[src/rtl/rts_pkg.sv]
// Summary of operation
// Out-of-window temperature in reverse mode forces reverse state machine to reset state.
// Reverse temperature monitoring runs only while the monitor disable bit is zero.
// Thermistor reading compared to two-bit hot field and cold field of config 0x1D.
// Reverse thresholds share storage with non-JEITA charging temperature limits.
// Reverse switching frequency equals charging frequency, factory set, not user writable.
// Status pin is open drain: pulls low or releases; outside party supplies pull-up.
// Charge mode: indicator active when charge indicator disable bit (0x00) is zero.
// Reverse mode: indicator active when reverse indicator enable bit (0x0F) is one.
// Charge mode active: pin low while charging, released when charging complete.
// Reverse mode active: pin low only when output enabled and valid, else released.
// Indicator disabled for present mode holds the pin released regardless of state.
package rts_pkg;
    localparam logic [7:0] CFG_TEMP_ADDR = 8'h1D;
    localparam logic [7:0] CFG_CHG_ADDR = 8'h00;
    localparam logic [7:0] CFG_REV_ADDR = 8'h0F;
    localparam int HOT_W = 2;
    localparam int READ_W = 12;
    localparam logic [11:0] HOT_BASE = 12'h400;
    localparam logic [11:0] HOT_STEP = 12'h100;
    localparam logic [11:0] COLD_NEAR = 12'hB00;
    localparam logic [11:0] COLD_FAR = 12'hC00;
    localparam logic [11:0] TEMP_IDLE = 12'h800;
    localparam logic [1:0] FSW_DEFAULT = 2'h2;
    localparam int SYNC_STAGES = 2;
    typedef enum logic [1:0] {
        FSW_125K,
        FSW_250K,
        FSW_500K,
        FSW_1M
    } rts_fsw_t;
    typedef enum logic [2:0] {
        REV_RESET,
        REV_SOFTSTART,
        REV_REGULATE,
        REV_HICCUP,
        REV_LIGHTLOAD
    } rts_rev_t;
endpackage : rts_pkg

[src/rtl/rts_supervisor.sv]
module rts_supervisor #(
    parameter int READ_W = rts_pkg::READ_W,
    parameter logic [1:0] FSW_FACTORY = rts_pkg::FSW_DEFAULT
) (
    input wire logic ref_clk, // 200 MHz clock
    input wire logic rst_n, // Synchronous reset, active low
    input wire logic [READ_W-1:0] thermistorInput, // Thermistor reading (async)
    input wire logic batteryTempMonitorDisable, // Monitor disable bit
    input wire logic [1:0] reverseHotThreshold, // Shared hot limit code
    input wire logic reverseColdThreshold, // Shared cold limit code
    input wire logic chargeIndicatorDisable, // Charge indicator disable bit
    input wire logic reverseIndicatorEnable, // Reverse indicator enable bit
    input wire logic reverseActive, // Reverse mode selected (async)
    input wire logic chargeActive, // Charge mode selected (async)
    input wire logic chargeInProgress, // Charging not complete (async)
    input wire logic reverseOutputValid, // Reverse output in regulation (async)
    input wire logic reverseFault, // Reverse fault (async)
    input wire logic reverseLightLoad, // Light-load shutdown (async)
    input wire logic [2:0] reverseStateIn, // Reverse machine state from core
    output logic reverseResetForce, // Force reverse machine to reset state
    output logic tempOutOfRange, // Temperature outside window
    output logic [1:0] switchFreqSel, // Switching frequency code
    output logic chargeStatusPinOut, // Open-drain data, always low
    output logic chargeStatusPinOe // Low while pulling pin low
);
    // Hot limit rises in fixed steps with the code; a reading below it is too hot
    function automatic logic [READ_W-1:0] hotLimit(input logic [1:0] code);
        logic [READ_W-1:0] step;
        step = READ_W'(rts_pkg::HOT_STEP);
        case (code)
            2'h0: hotLimit = READ_W'(rts_pkg::HOT_BASE);
            2'h1: hotLimit = READ_W'(rts_pkg::HOT_BASE) + step;
            2'h2: hotLimit = READ_W'(rts_pkg::HOT_BASE) + (step << 1);
            default: hotLimit = READ_W'(rts_pkg::HOT_BASE) + (step << 1) + step;
        endcase
    endfunction : hotLimit

    // A reading above the cold limit is too cold
    function automatic logic [READ_W-1:0] coldLimit(input logic code);
        if (code) begin
            coldLimit = READ_W'(rts_pkg::COLD_FAR);
        end else begin
            coldLimit = READ_W'(rts_pkg::COLD_NEAR);
        end
    endfunction : coldLimit

    // Two-flop synchronisers for asynchronous inputs
    localparam int NS = 6;
    logic [NS-1:0] s1_q, s1_d, s2_q, s2_d;
    logic [READ_W-1:0] t1_q, t1_d, t2_q, t2_d;
    logic revA, chgA, chgProg, outValid, fault, lightLoad;

    always_comb begin
        s1_d = {reverseActive, chargeActive, chargeInProgress,
                reverseOutputValid, reverseFault, reverseLightLoad};
        s2_d = s1_q;
        t1_d = thermistorInput;
        t2_d = t1_q;
    end

    always_ff @(posedge ref_clk) begin
        if (!rst_n) begin
            s1_q <= '0;
            s2_q <= '0;
            // Mid-range value so a fresh reset never reports a false hot or cold reading
            t1_q <= READ_W'(rts_pkg::TEMP_IDLE);
            t2_q <= READ_W'(rts_pkg::TEMP_IDLE);
        end else begin
            s1_q <= s1_d;
            s2_q <= s2_d;
            t1_q <= t1_d;
            t2_q <= t2_d;
        end
    end

    assign {revA, chgA, chgProg, outValid, fault, lightLoad} = s2_q;

    // A multi-bit reading may be caught mid-change by the synchroniser; a sample is
    // taken only once two consecutive words agree, at the cost of two extra cycles
    logic [READ_W-1:0] t3_q, t3_d, tempSample_q, tempSample_d;
    logic readingSteady;

    always_comb begin
        t3_d = t2_q;
        readingSteady = (t2_q == t3_q);
        tempSample_d = tempSample_q;
        if (readingSteady) begin
            tempSample_d = t3_q;
        end
    end

    always_ff @(posedge ref_clk) begin
        if (!rst_n) begin
            t3_q <= READ_W'(rts_pkg::TEMP_IDLE);
            tempSample_q <= READ_W'(rts_pkg::TEMP_IDLE);
        end else begin
            t3_q <= t3_d;
            tempSample_q <= tempSample_d;
        end
    end

    // Temperature supervision
    logic oor_q, oor_d, force_q, force_d, monOn;
    logic [1:0] fsw_q, fsw_d;

    always_comb begin
        monOn = !batteryTempMonitorDisable;
        // Thresholds are the shared non-JEITA limit inputs, no local copy kept
        oor_d = monOn && ((tempSample_q < hotLimit(reverseHotThreshold)) ||
                (tempSample_q > coldLimit(reverseColdThreshold)));
        force_d = revA && oor_d;
        fsw_d = FSW_FACTORY;
    end

    always_ff @(posedge ref_clk) begin
        if (!rst_n) begin
            oor_q <= 1'b0;
            force_q <= 1'b0;
            fsw_q <= FSW_FACTORY;
        end else begin
            oor_q <= oor_d;
            force_q <= force_d;
            fsw_q <= fsw_d;
        end
    end

    assign tempOutOfRange = oor_q;
    assign reverseResetForce = force_q;
    assign switchFreqSel = fsw_q;

    // Status pin: only ever drives low, so the data bit is constant zero
    logic oe_q, oe_d, pullLow;

    always_comb begin
        pullLow = 1'b0;
        if (revA) begin
            if (reverseIndicatorEnable) begin
                pullLow = outValid && !fault && !lightLoad &&
                    (reverseStateIn == 3'(rts_pkg::REV_REGULATE));
            end
        end else if (chgA) begin
            if (!chargeIndicatorDisable) begin
                pullLow = chgProg;
            end
        end
        oe_d = !pullLow;
    end

    always_ff @(posedge ref_clk) begin
        if (!rst_n) begin
            oe_q <= 1'b1;
        end else begin
            oe_q <= oe_d;
        end
    end

    assign chargeStatusPinOe = oe_q;

    // Data bit kept in a flop as well, so every output leaves a register
    logic pinOut_q, pinOut_d;

    always_comb begin
        pinOut_d = 1'b0;
    end

    always_ff @(posedge ref_clk) begin
        if (!rst_n) begin
            pinOut_q <= 1'b0;
        end else begin
            pinOut_q <= pinOut_d;
        end
    end

    assign chargeStatusPinOut = pinOut_q;

    // Assertions
    force_needs_rev_a: assert property (@(posedge ref_clk) disable iff (!rst_n)
        reverseResetForce
        |-> $past(revA) && $past(monOn))
        else $error("reset forced outside reverse mode or monitor off");

    force_hold_a: assert property (@(posedge ref_clk) disable iff (!rst_n)
        (revA && oor_d)
        |=> reverseResetForce)
        else $error("reset not forced while temperature out of window");

    force_release_a: assert property (@(posedge ref_clk) disable iff (!rst_n)
        (revA && !oor_d)
        |=> !reverseResetForce)
        else $error("reset forced with temperature in window");

    force_rev_only_a: assert property (@(posedge ref_clk) disable iff (!rst_n)
        !revA
        |=> !reverseResetForce)
        else $error("reset forced outside reverse mode");

    disable_clears_a: assert property (@(posedge ref_clk) disable iff (!rst_n)
        batteryTempMonitorDisable ##1 batteryTempMonitorDisable
        |-> !tempOutOfRange)
        else $error("out of range flagged while monitoring disabled");

    mon_off_force_a: assert property (@(posedge ref_clk) disable iff (!rst_n)
        batteryTempMonitorDisable
        |=> !reverseResetForce)
        else $error("reset forced while monitoring disabled");

    oor_needs_mon_a: assert property (@(posedge ref_clk) disable iff (!rst_n)
        tempOutOfRange
        |-> $past(monOn))
        else $error("out of range flagged without monitoring");

    hot_compare_a: assert property (@(posedge ref_clk) disable iff (!rst_n)
        (!batteryTempMonitorDisable && tempSample_q < hotLimit(reverseHotThreshold))
        |=> tempOutOfRange)
        else $error("hot limit crossing missed");

    cold_compare_a: assert property (@(posedge ref_clk) disable iff (!rst_n)
        (!batteryTempMonitorDisable && tempSample_q > coldLimit(reverseColdThreshold))
        |=> tempOutOfRange)
        else $error("cold limit crossing missed");

    in_window_a: assert property (@(posedge ref_clk) disable iff (!rst_n)
        (tempSample_q >= hotLimit(reverseHotThreshold) &&
        tempSample_q <= coldLimit(reverseColdThreshold))
        |=> !tempOutOfRange)
        else $error("out of range flagged inside window");

    sample_hold_a: assert property (@(posedge ref_clk) disable iff (!rst_n)
        !readingSteady
        |=> $stable(tempSample_q))
        else $error("reading sampled while still changing");

    sample_take_a: assert property (@(posedge ref_clk) disable iff (!rst_n)
        readingSteady
        |=> tempSample_q == $past(t3_q))
        else $error("steady reading not sampled");

    fsw_fixed_a: assert property (@(posedge ref_clk) disable iff (!rst_n)
        ##1
        switchFreqSel == FSW_FACTORY)
        else $error("switching frequency not factory value");

    reset_values_a: assert property (@(posedge ref_clk)
        !rst_n
        |=> chargeStatusPinOe && !reverseResetForce && switchFreqSel == FSW_FACTORY)
        else $error("outputs not at reset values");

    pin_low_only_a: assert property (@(posedge ref_clk) disable iff (!rst_n)
        1'b1
        |-> chargeStatusPinOut == 1'b0)
        else $error("status pin driven high");

    chg_disable_a: assert property (@(posedge ref_clk) disable iff (!rst_n)
        (chgA && !revA && chargeIndicatorDisable)
        |=> chargeStatusPinOe)
        else $error("pin pulled while charge indicator disabled");

    rev_disable_a: assert property (@(posedge ref_clk) disable iff (!rst_n)
        (revA && !reverseIndicatorEnable)
        |=> chargeStatusPinOe)
        else $error("pin pulled while reverse indicator disabled");

    rev_ignores_chg_a: assert property (@(posedge ref_clk) disable iff (!rst_n)
        (revA && chgProg && !chargeIndicatorDisable && !reverseIndicatorEnable)
        |=> chargeStatusPinOe)
        else $error("charge state shown in reverse mode");

    chg_progress_a: assert property (@(posedge ref_clk) disable iff (!rst_n)
        (chgA && !revA && !chargeIndicatorDisable)
        |=> chargeStatusPinOe == !$past(chgProg))
        else $error("charge pin state wrong");

    chg_low_a: assert property (@(posedge ref_clk) disable iff (!rst_n)
        (chgA && !revA && !chargeIndicatorDisable && chgProg)
        |=> !chargeStatusPinOe)
        else $error("pin not pulled while charging");

    chg_done_a: assert property (@(posedge ref_clk) disable iff (!rst_n)
        (chgA && !revA && !chgProg)
        |=> chargeStatusPinOe)
        else $error("pin pulled after charging complete");

    rev_fault_a: assert property (@(posedge ref_clk) disable iff (!rst_n)
        (revA && (fault || lightLoad || !outValid))
        |=> chargeStatusPinOe)
        else $error("pin pulled in reverse fault");

    rev_low_a: assert property (@(posedge ref_clk) disable iff (!rst_n)
        (revA && reverseIndicatorEnable && outValid && !fault && !lightLoad &&
        reverseStateIn == 3'(rts_pkg::REV_REGULATE))
        |=> !chargeStatusPinOe)
        else $error("pin not pulled with reverse output valid");

    rev_state_a: assert property (@(posedge ref_clk) disable iff (!rst_n)
        (revA && reverseStateIn != 3'(rts_pkg::REV_REGULATE))
        |=> chargeStatusPinOe)
        else $error("pin pulled outside regulation");

    pin_idle_a: assert property (@(posedge ref_clk) disable iff (!rst_n)
        (!revA && !chgA)
        |=> chargeStatusPinOe)
        else $error("pin pulled with no mode active");
endmodule : rts_supervisor

[config.mk]
export PLATFORM = sky130hd
export DESIGN_NAME = rts_supervisor
export DESIGN_NICKNAME = d
export VERILOG_FILES = /design/src/rtl/rts_pkg.sv /design/src/rtl/rts_supervisor.sv
export SDC_FILE = /design/constraint.sdc
export NUM_CORES = 1
export LEC_CHECK = 0
export BUFFER_PORTS_ARGS = -buffer_cell sky130_fd_sc_hd__buf_2
export CORE_UTILIZATION = 54
export CTS_CLUSTER_SIZE = 8
export DETAILED_ROUTE_END_ITERATION = 12
export GPL_TIMING_DRIVEN = 0
export MAX_ROUTING_LAYER = met4
export PLACE_DENSITY = 0.76
export SYNTH_ARGS = -nofsm -noshare
export SYNTH_HDL_FRONTEND = slang
export SYNTH_SLANG_ARGS = --single-unit
[constraint.sdc]
create_clock -name ref_clk -period 1.72 [get_ports ref_clk]
set_input_delay 0.172 -clock ref_clk [delete_from_list [all_inputs] [get_ports ref_clk]]
set_output_delay 0.172 -clock ref_clk [all_outputs]
set_load 0.01 [all_outputs]
### Word-level counts from Yosys, hierarchy flattened

Index checks and enable logic that the tools add are counted.

* $add $sub $neg: 0
* multiply operators: 0
* div/mod/pow operators: 0
* order comparisons: 2
* eq/ne operators: 4
* shifts and indexed selects: 0
* multiplexer cells: 6
* bitwise logic cells: 0
* reductions and logical operators: 11

Operators with widths (number)
* 10-bit one-hot mux with 3 select lines: 1
* 12-bit equality test: 1
* 12-bit greater-than comparator: 1
* 12-bit < comparator: 1
* 11-bit two-way mux: 1
* 1-bit logical AND: 5
* 1-bit logical NOT: 4
* 1-bit two-way mux: 4
* 3-bit by 2-bit equality test with 1-bit output, second input constant: 1
* 2-bit by 1-bit equality test with 1-bit output, second input constant: 1
* 2-bit equality test, second input constant: 1
* 2-bit logical NOT: 1
* 1-bit logical OR: 1

* register bits: 63
* latch bits: 0
* RAM bits: 0
* bits in read-only memories: 0
* input bits: 29
* memories kept: 0

### Logic depth before layout (Yosys ltp)

Gate-level depths: netlist of run 1.

* word-level depth: 7
* mapped depth: 6
* gate-level depth less buffers: 6

### Worst setup path after synthesis of run 1

OpenSTA, ideal clock, no wires.

* kind: register to register
* start: register t3_q[3]
* end: register tempSample_q[10]
* data arrival time: 1.223 ns
* slack: 0.426 ns
* cell stages (with the launch flop): 6
* buffers on the path: 1
* period minus slack after synthesis: 1.294 ns
* path through: dfxtp_1 -> xnor2_1 -> nand4_1 -> nor3_2 -> buf_6 -> mux2i_1

* word-level cells in the longest chain between the ends: 1

RTL lines
* start: declaration: RTL line rts_supervisor.sv:80 `logic [READ_W-1:0] t3_q, t3_d, tempSample_q, tempSample_d;`
* start signal: assignment: RTL line rts_supervisor.sv:94 `t3_q <= READ_W'(rts_pkg::TEMP_IDLE);`
* start signal: assignment: RTL line rts_supervisor.sv:97 `t3_q <= t3_d;`
* 12-bit equality test: RTL line rts_supervisor.sv:85 `readingSteady = (t2_q == t3_q);`
* end signal: assignment: RTL line rts_supervisor.sv:95 `tempSample_q <= READ_W'(rts_pkg::TEMP_IDLE);`
* end signal: assignment: RTL line rts_supervisor.sv:98 `tempSample_q <= tempSample_d;`
* end: declaration: RTL line rts_supervisor.sv:80

Every way passes these cells.
A chain may end at the register's enable or synchronous reset.

### Worst setup path after layout of run 1

* start: register t3_q[11]
* end: register tempSample_q[2]

The elaborated chain is that of the path after synthesis.

==> out/metrics.yaml, run 1 <==
critical_path:
  regToRegSetupSlack_ps: 180
  end_kind: "flop"
  arrival_ps: 1780
  critPathKind: "reg -> reg"
  required_ps: 1960
  start_kind: "flop"
  crit_path_max_fanout: 10
placed_design:
  place_inst: 282
  gp_congestion: 0.727
  dpl-instance-area_sq_mm: 0.00239
  io_buffer_count: 30
  place_hpwl_um: 2290
detailed_routing:
  drc: 0
  wl_per_cell_um: 10.6
  routed_wl_um: 3170
  ant_nets: 0
  num_vias: 1368
  viasPerCell: 4.59
  drtIter0Drc: 20
  drtPass1Iterations: 4
global_route:
  antenna_found_initial: 0
  grt.total_usage_pct: 18.0
  grt-ovfl-total: 0
  grt_pass1_vias: 1228
  grt_max_degree: 11
  grt_first_pass_wirelength_um: 5370
power:
  p_leak_nw: 1.05
  power_density_mw_per_mm2: 1090
  ir_drop_mv: 0.662
synth:
  synth_edf_count: 0
  seq_area_frac_synth_pct: 57.9
  syn_inst: 203
  netlist_area_sq_mm: 0.00218
  synth_area_per_cell_sq_um: 10.7
  ys_ff_latch: 63
  yosysWarnings: 0
  yosysUniqueCellTypes: 27
  async_reset_ff_share_pct: 0
  synth_ff_type: "dfxtp_1"
cts:
  cts_htree_levels: 3
  cts_resized: 0
  cts-root-buf: "clkbuf_8"
  clock_sinks: 63
  cts_made_buffers: 9
  cts_setup_buffers: 0
  holdBufCountCts: 0
  clk_latency_ps: 320
  cts_max_path_buffers: 2
  path_clk_slew_ps: 70
  cts_tree: "yes"
finish:
  drive_gt1_share_pct: 19.6
  fin_area_sq_mm: 0.00257
  final_cell_mix: "dfxtp_1, and2_1, buf_2"
  finalNonFillerCells: 298
  nNetsFinal: 278
  antenna_cells: 0
  postLayoutCoreUtil_pct: 68.1
  final_common_cell: "dfxtp_1"
  area_growth_pct: 17.9
timing:
  maxClockFrequency_mhz: 648
  tns_ps: 0
  period_minus_slack_ps: 1540
  hold_viol: 0
  drv_slew: 0
  finClkSkew_ps: 8.85
  fin_crit_sh_pct: 89.7
  rsz0062_at_grt: "false"
  setup_viol: 0
flow_run:
  cap_violations: 0
die:
  start_util_pct: 57.7
  num_rows: 22
  die_area_sq_mm: 0.00429
  io_pins: 35
  coreArea_sq_mm: 0.00377
  die_w_um: 65.5
  die_y_um: 65.5
worst_hold_path:
  hold_path_class: "in -> reg"
run_status:
  status: "complete, no violations"
[metal layers]
layer | wire (um) | track usage (%) | up-vias
met5 | 0 | - | -
met4 | 44 | 11.4 | 0
met3 | 140 | 5.21 | 4
met2 | 1460 | 27.3 | 31
met1 | 1530 | 20.8 | 601
li1 | - | - | 732
[where the power goes]
part / leakage (nW) / internal, mW / switching, mW
Clock: 0.0894 / 0.598 / 0.501
Combinational: 0.446 / 0.0951 / 0.0776
Sequential: 0.517 / 1.51 / 0.0192
Total: 1.05 / 2.20 / 0.598
[synth_stat cells (all sizes together) (2+ instances only)]
master / n / area [sq um]
dfxtp: 63 / 1260
and2: 45 / 282
nand2: 24 / 90.1
mux2i: 12 / 120
xnor2: 12 / 105
clkbuf: 8 / 30.0
nand2b: 5 / 31.3
buf: 4 / 33.8
ha: 4 / 50.1
inv: 3 / 11.3
nand4: 3 / 18.8
nor2b: 3 / 18.8
a21o: 2 / 15.0
conb: 2 / 7.51
nand4bb: 2 / 22.5
[path summary, 6_finish.rpt]
kind                             start                 to  cells past startpoint
max                           t3_q[11]    tempSample_q[2]                      5
min reg2reg                   t1_q[11]           t2_q[11]                      1
max reg2reg                   t3_q[11]    tempSample_q[2]                      5
min          batteryTempMonitorDisable  reverseResetForce                      2
[through the flow]
step                      power, mW  hold slack [ps]  worst slack [ps]
after floorplan                1.68              245               426
after detailed placement       1.74              351               196
after global placement         1.73              350               220
after global routing           2.93             19.0              5.41
final                          2.80             18.0               177
after CTS                      2.82             9.52               161
[sequential cells by signal (all words and copies together), names as in the netlist]
signal / count
chargeStatusPinOe: 1
t1_q: 12
s2_q: 6
s1_q: 6
t3_q: 12
reverseResetForce: 1
tempOutOfRange: 1
t2_q: 12
tempSample_q: 12
[critical path: stages, from the launching register on]
cell	delay, ps
dfxtp_1	320
xnor2_1	200
nand4_1	140
nor3_2	380
buf_6	230
mux2i_1	190
[area by class of cell]
class,count,area [sq um]
Clock buffer,13,159
Timing Repair Buffer,30,150
Sequential cell,63,1260
Clock inverter,3,17.5
Multi-Input combinational cell,126,845
Buffer,12,63.8
Fill cell,298,1200
Tap cell,48,60.1
Inverter,3,11.3
[cell families (layout without fill, tap and decap cells)]
group | after synthesis | in the layout | share of synthesized area (%)
adder cells (fa/ha/maj) | 4 | 4 | 2.30
XOR/XNOR | 12 | 12 | 4.83
buffers and inverters | 15 | 61 | 3.45
multiplexers | 12 | 12 | 5.52
AND/OR/NAND/NOR | 88 | 88 | 23.4
AO/OA/AOI/OAI | 7 | 7 | 2.24
flip-flops | 63 | 63 | 57.9
other | 2 | 3 | 0.345
(Power assumes the default switching activity.)
==> run 2: changes to the inputs <==
--- a/config.mk
+++ b/config.mk
@@ -6,12 +6,13 @@
 export NUM_CORES = 1
 export LEC_CHECK = 0
 export BUFFER_PORTS_ARGS = -buffer_cell sky130_fd_sc_hd__buf_2
-export CORE_UTILIZATION = 54
+export CORE_UTILIZATION = 55
 export CTS_CLUSTER_SIZE = 8
 export DETAILED_ROUTE_END_ITERATION = 12
 export GPL_TIMING_DRIVEN = 0
+export HOLD_SLACK_MARGIN = 0.08
 export MAX_ROUTING_LAYER = met4
-export PLACE_DENSITY = 0.76
+export PLACE_DENSITY = 0.77
 export SYNTH_ARGS = -nofsm -noshare
 export SYNTH_HDL_FRONTEND = slang
 export SYNTH_SLANG_ARGS = --single-unit
==> constraint.sdc (replaced) <==
create_clock -name ref_clk -period 1.8 [get_ports ref_clk]
set_input_delay 0.18 -clock ref_clk [delete_from_list [all_inputs] [get_ports ref_clk]]
set_output_delay 0.18 -clock ref_clk [all_outputs]
set_load 0.01 [all_outputs]
==> run 2 against run 1 <==
Net effect: non-clock buffer count is 19 higher; global-route usage rose by 2.1 points; core utilization increased by 6.5 points; clock skew decreased by 4.7 ps; combinational power is 16% higher; sequential share of layout area fell by 3.6 points; sequential cell count unchanged; maximum frequency increased by 0.66%; clock power increased by 5%; setup slack improved by 90 ps; critical path depth unchanged; critical endpoint is now tempSample_q[5].
==> out/metrics.yaml, run 2 (synthesis gave the netlist of run 1 again) <==
timing:
  period_minus_slack_ps: 1530
  maxClockFrequency_mhz: 652
  postLayoutSetupSlackWorst_ps: 267
  drv_slew: 0
  tns_ps: 0
  hold_viol: 0
  fin_crit_sh_pct: 85.2
  rsz0062_at_grt: "false"
  setup_viol: 0
  finClkSkew_ps: 4.14
critical_path:
  start_kind: "flop"
  arrival_ps: 1790
  path_cells: "xnor2_1 > nand4_1 > nor3_2 > buf_6 > mux2i_1"
  slowest_delay_ps: 380
  required_ps: 2050
  crit_family: "simple AND/OR/NAND/NOR gates"
  critPathKind: "reg -> reg"
  end_kind: "flop"
  critPathBufInv: 1
  crit_path_max_fanout: 10
  cpMaxStageDelayCell: "nor3_2"
cts:
  path_clk_slew_ps: 60
  cts_htree_levels: 3
  cts_tree: "yes"
  cts_made_buffers: 9
  clock_sinks: 63
  cts-root-buf: "clkbuf_8"
  cts_resized: 0
  clk_latency_ps: 320
  cts_max_path_buffers: 2
die:
  die_area_sq_mm: 0.00421
  num_rows: 22
  coreArea_sq_mm: 0.00372
  start_util_pct: 58.6
  io_pins: 35
  die_y_um: 64.9
  die_w_um: 64.9
global_route:
  grt_first_pass_wirelength_um: 5930
  antenna_found_initial: 0
  grt-ovfl-total: 0
  grt_pass1_vias: 1404
  grt_max_degree: 11
  grt.total_usage_pct: 20.1
detailed_routing:
  routed_wl_um: 3520
  drtIter0Drc: 87
  drtPass1Iterations: 4
  drc: 0
  wl_per_cell_um: 11.1
  viasPerCell: 4.61
  num_vias: 1461
  ant_nets: 0
power:
  total_power_mw: 2.82
  ir_drop_mv: 0.754
  p_leak_nw: 1.14
  power_density_mw_per_mm2: 1020
run_status:
  status: "complete, no violations"
finish:
  antenna_cells: 0
  area_growth_pct: 27.3
  nNetsFinal: 297
  drive_gt1_share_pct: 18.2
  final_cell_mix: "dfxtp_1, and2_1, buf_2"
  final_common_cell: "dfxtp_1"
  fin_area_sq_mm: 0.00277
worst_hold_path:
  hold_path_class: "in -> reg"
placed_design:
  gp_congestion: 0.721
  dpl-instance-area_sq_mm: 0.00239
  place_hpwl_um: 2280
  dp_slack_ps: 297
  io_buffer_count: 30
flow_run:
  cap_violations: 0
run 2: timing repair:
| item | 4_1_cts | 5_1_grt |
|---|---|---|
| hold buffers | 19 | 0 |
| setup buffers | 0 | 0 |
| hold endpoints to repair | 19 | 0 |
run 2: per-layer routing:
layer	part of all wire, %	GRT usage, %	wire length (um)
met1	47	21.2	1670
met5	0	-	0
met2	46	32.9	1630
met4	2.5	12.5	87
met3	3.7	5.81	130
run 2: final cells by class:
class | count | area, sq um
clock inverters | 4 | 45.0
repair buffers | 49 | 340
fillers | 262 | 945
inverters | 3 | 11.3
clock buffers | 12 | 145
well taps | 48 | 60.1
plain buffers | 12 | 63.8
multi-input cells | 126 | 845
flip-flops and latches | 63 | 1260
run 2: metrics by stage:
step                instances  hold WS [ps]  utilization (%)
floorplan                 204           253                -
global placement          282           357             64.3
detailed placement        282           365             64.3
CTS                       317           119             74.6
global route              317           150             74.6
finish                    317           126             74.6
run 2: where the power goes:
group	internal (mW)	total [mW]	switching [mW]
sequential	1.44	1.46	0.0187
clock	0.671	1.16	0.485
combinational	0.118	0.200	0.0824
total	2.23	2.82	0.586
run 2: tightest hold or removal path, stage by stage:
cell and delay, ps:
buf_2 70, nor4bb_1 40, o21ai_0 120
run 2: worst paths after layout:
path / start / end / slack, ps / cells past startpoint
setup / recovery: t3_q[11] / tempSample_q[5] / 270 / 5
hold / removal: chargeIndicatorDisable / chargeStatusPinOe / 130 / 3
setup reg to reg: t3_q[11] / tempSample_q[5] / 270 / 5
hold reg to reg: t1_q[11] / t2_q[11] / 410 / 1
==> run 3: changes to the inputs <==
--- a/config.mk
+++ b/config.mk
@@ -12,7 +12,7 @@
 export GPL_TIMING_DRIVEN = 0
 export HOLD_SLACK_MARGIN = 0.08
 export MAX_ROUTING_LAYER = met4
-export PLACE_DENSITY = 0.77
+export PLACE_DENSITY = 0.78
 export SYNTH_ARGS = -nofsm -noshare
 export SYNTH_HDL_FRONTEND = slang
 export SYNTH_SLANG_ARGS = --single-unit
==> run 3 against run 2 <==
Net effect: core utilization increased by 1.1 points; setup slack got worse by 29 ps; global-route usage increased by 0.43 points; combinational power about the same; largest power group unchanged; highest routed layer unchanged.
==> out/metrics.yaml, run 3 (synthesis gave the netlist of run 1 again) <==
cts:
  cts_max_path_buffers: 2
  clk_latency_ps: 320
  cts_made_buffers: 9
  cts-root-buf: "clkbuf_8"
  cts_setup_buffers: 0
  cts_tree: "yes"
  path_clk_slew_ps: 70
  clock_sinks: 63
  cts_htree_levels: 3
global_route:
  grt.total_usage_pct: 20.5
  grt_max_degree: 12
  grt_pass1_vias: 1352
  antenna_found_initial: 0
  grt_first_pass_wirelength_um: 5960
  grt-ovfl-total: 0
critical_path:
  crit_family: "simple AND/OR/NAND/NOR gates"
  required_ps: 2050
  slowest_delay_ps: 380
  critPathBufInv: 1
  arrival_ps: 1810
  path_cells: "xnor2_1 > nand4_1 > nor3_2 > buf_6 > mux2i_1"
  cpMaxStageDelayCell: "nor3_2"
  start_kind: "flop"
  critPathKind: "reg -> reg"
  end_kind: "flop"
  crit_path_max_fanout: 10
detailed_routing:
  drtPass1Iterations: 4
  viasPerCell: 4.55
  routed_wl_um: 3590
  drc: 0
  wl_per_cell_um: 11.3
  ant_nets: 0
  num_vias: 1443
  drtIter0Drc: 34
flow_run:
  cap_violations: 0
timing:
  hold_viol: 0
  postLayoutSetupSlackWorst_ps: 238
  tns_ps: 0
  fin_crit_sh_pct: 86.8
  maxClockFrequency_mhz: 640
  drv_slew: 0
  setup_viol: 0
  period_minus_slack_ps: 1560
  rsz0062_at_grt: "false"
  finClkSkew_ps: 5.16
die:
  start_util_pct: 58.6
  die_area_sq_mm: 0.00421
  io_pins: 35
  die_w_um: 64.9
  num_rows: 22
  die_y_um: 64.9
  coreArea_sq_mm: 0.00372
placed_design:
  dp_slack_ps: 265
  place_hpwl_um: 2320
  gp_congestion: 0.703
  io_buffer_count: 30
power:
  p_leak_nw: 1.15
  ir_drop_mv: 0.765
  power_density_mw_per_mm2: 1070
finish:
  antenna_cells: 0
  nNetsFinal: 297
  area_growth_pct: 29.2
  final_common_cell: "dfxtp_1"
  drive_gt1_share_pct: 19.0
  nFillCells: 265
  final_cell_mix: "dfxtp_1, and2_1, buf_2"
worst_hold_path:
  hold_path_class: "in -> reg"
run_status:
  status: "complete, no violations"
[run 3: changes by cell type in the layout (fill, tap and decap cells not counted)]
| cell | change |
|---|---|
| bufinv_16 | +1 |
| clkbuf_1 | -2 |
| clkbuf_8 | +1 |
| clkinv_2 | -2 |
| clkinvlp_4 | +2 |
[run 3: layout make-up]
type                       count  area (sq um)  share of cell area [%]
buffer                        12          63.8                    2.27
sequential                    63          1260                    44.8
clock buffer                  11           151                    5.38
clock inverter                 5          80.1                    2.85
inverter                       3          11.3                   0.400
tap                           48          60.1                    2.14
multi-input combinational    126           845                    30.0
timing repair buffer          49           340                    12.1
[run 3: final timing paths]
check | slack [ps] | end | startpoint | cells after the start
setup / recovery | 240 | tempSample_q[6] | t3_q[11] | 5
hold / removal | 140 | chargeStatusPinOe | chargeIndicatorDisable | 3
setup reg to reg | 240 | tempSample_q[6] | t3_q[11] | 5
hold reg to reg | 420 | t2_q[11] | t1_q[11] | 1
[run 3: report_power, final]
group	leakage (nW)	internal [mW]	switching (mW)	total, mW
Clock	0.112	0.852	0.509	1.36
Sequential	0.517	1.44	0.0190	1.46
Combinational	0.525	0.118	0.0816	0.199
Total	1.15	2.41	0.610	3.02
[run 3: routing by layer]
metal | track usage, % | share of wire (%) | routed length, um | vias up
met5 | - | 0 | 0 | -
met4 | 10.0 | 1.8 | 66 | 0
met3 | 6.87 | 5.1 | 184 | 6
met2 | 34.2 | 49 | 1770 | 34
met1 | 21.6 | 44 | 1570 | 638
li1 | - | - | - | 765
[run 3: timing repair]
| item | CTS | global route |
|---|---|---|
| gates resized for setup | 0 | 0 |
| hold endpoints to repair | 19 | 0 |
| hold buffers | 19 | 0 |
[run 3: worst min-delay path, cell delays in order]
cell      delay, ps
buf_2            80
nor4bb_1         30
o21ai_0         130
[run 3: metrics by stage]
| step | instance area [sq um] | hold WS (ps) | power (mW) | utilization, % | std cells |
|---|---|---|---|---|---|
| floorplan | 2180 | 253 | 1.60 | - | 204 |
| global placement | 2390 | 357 | 1.66 | 64.3 | 282 |
| detailed placement | 2390 | 356 | 1.66 | 64.3 | 282 |
| CTS | 2810 | 118 | 3.05 | 75.7 | 317 |
| global route | 2810 | 159 | 3.15 | 75.7 | 317 |
| finish | 2810 | 136 | 3.02 | 75.7 | 317 |
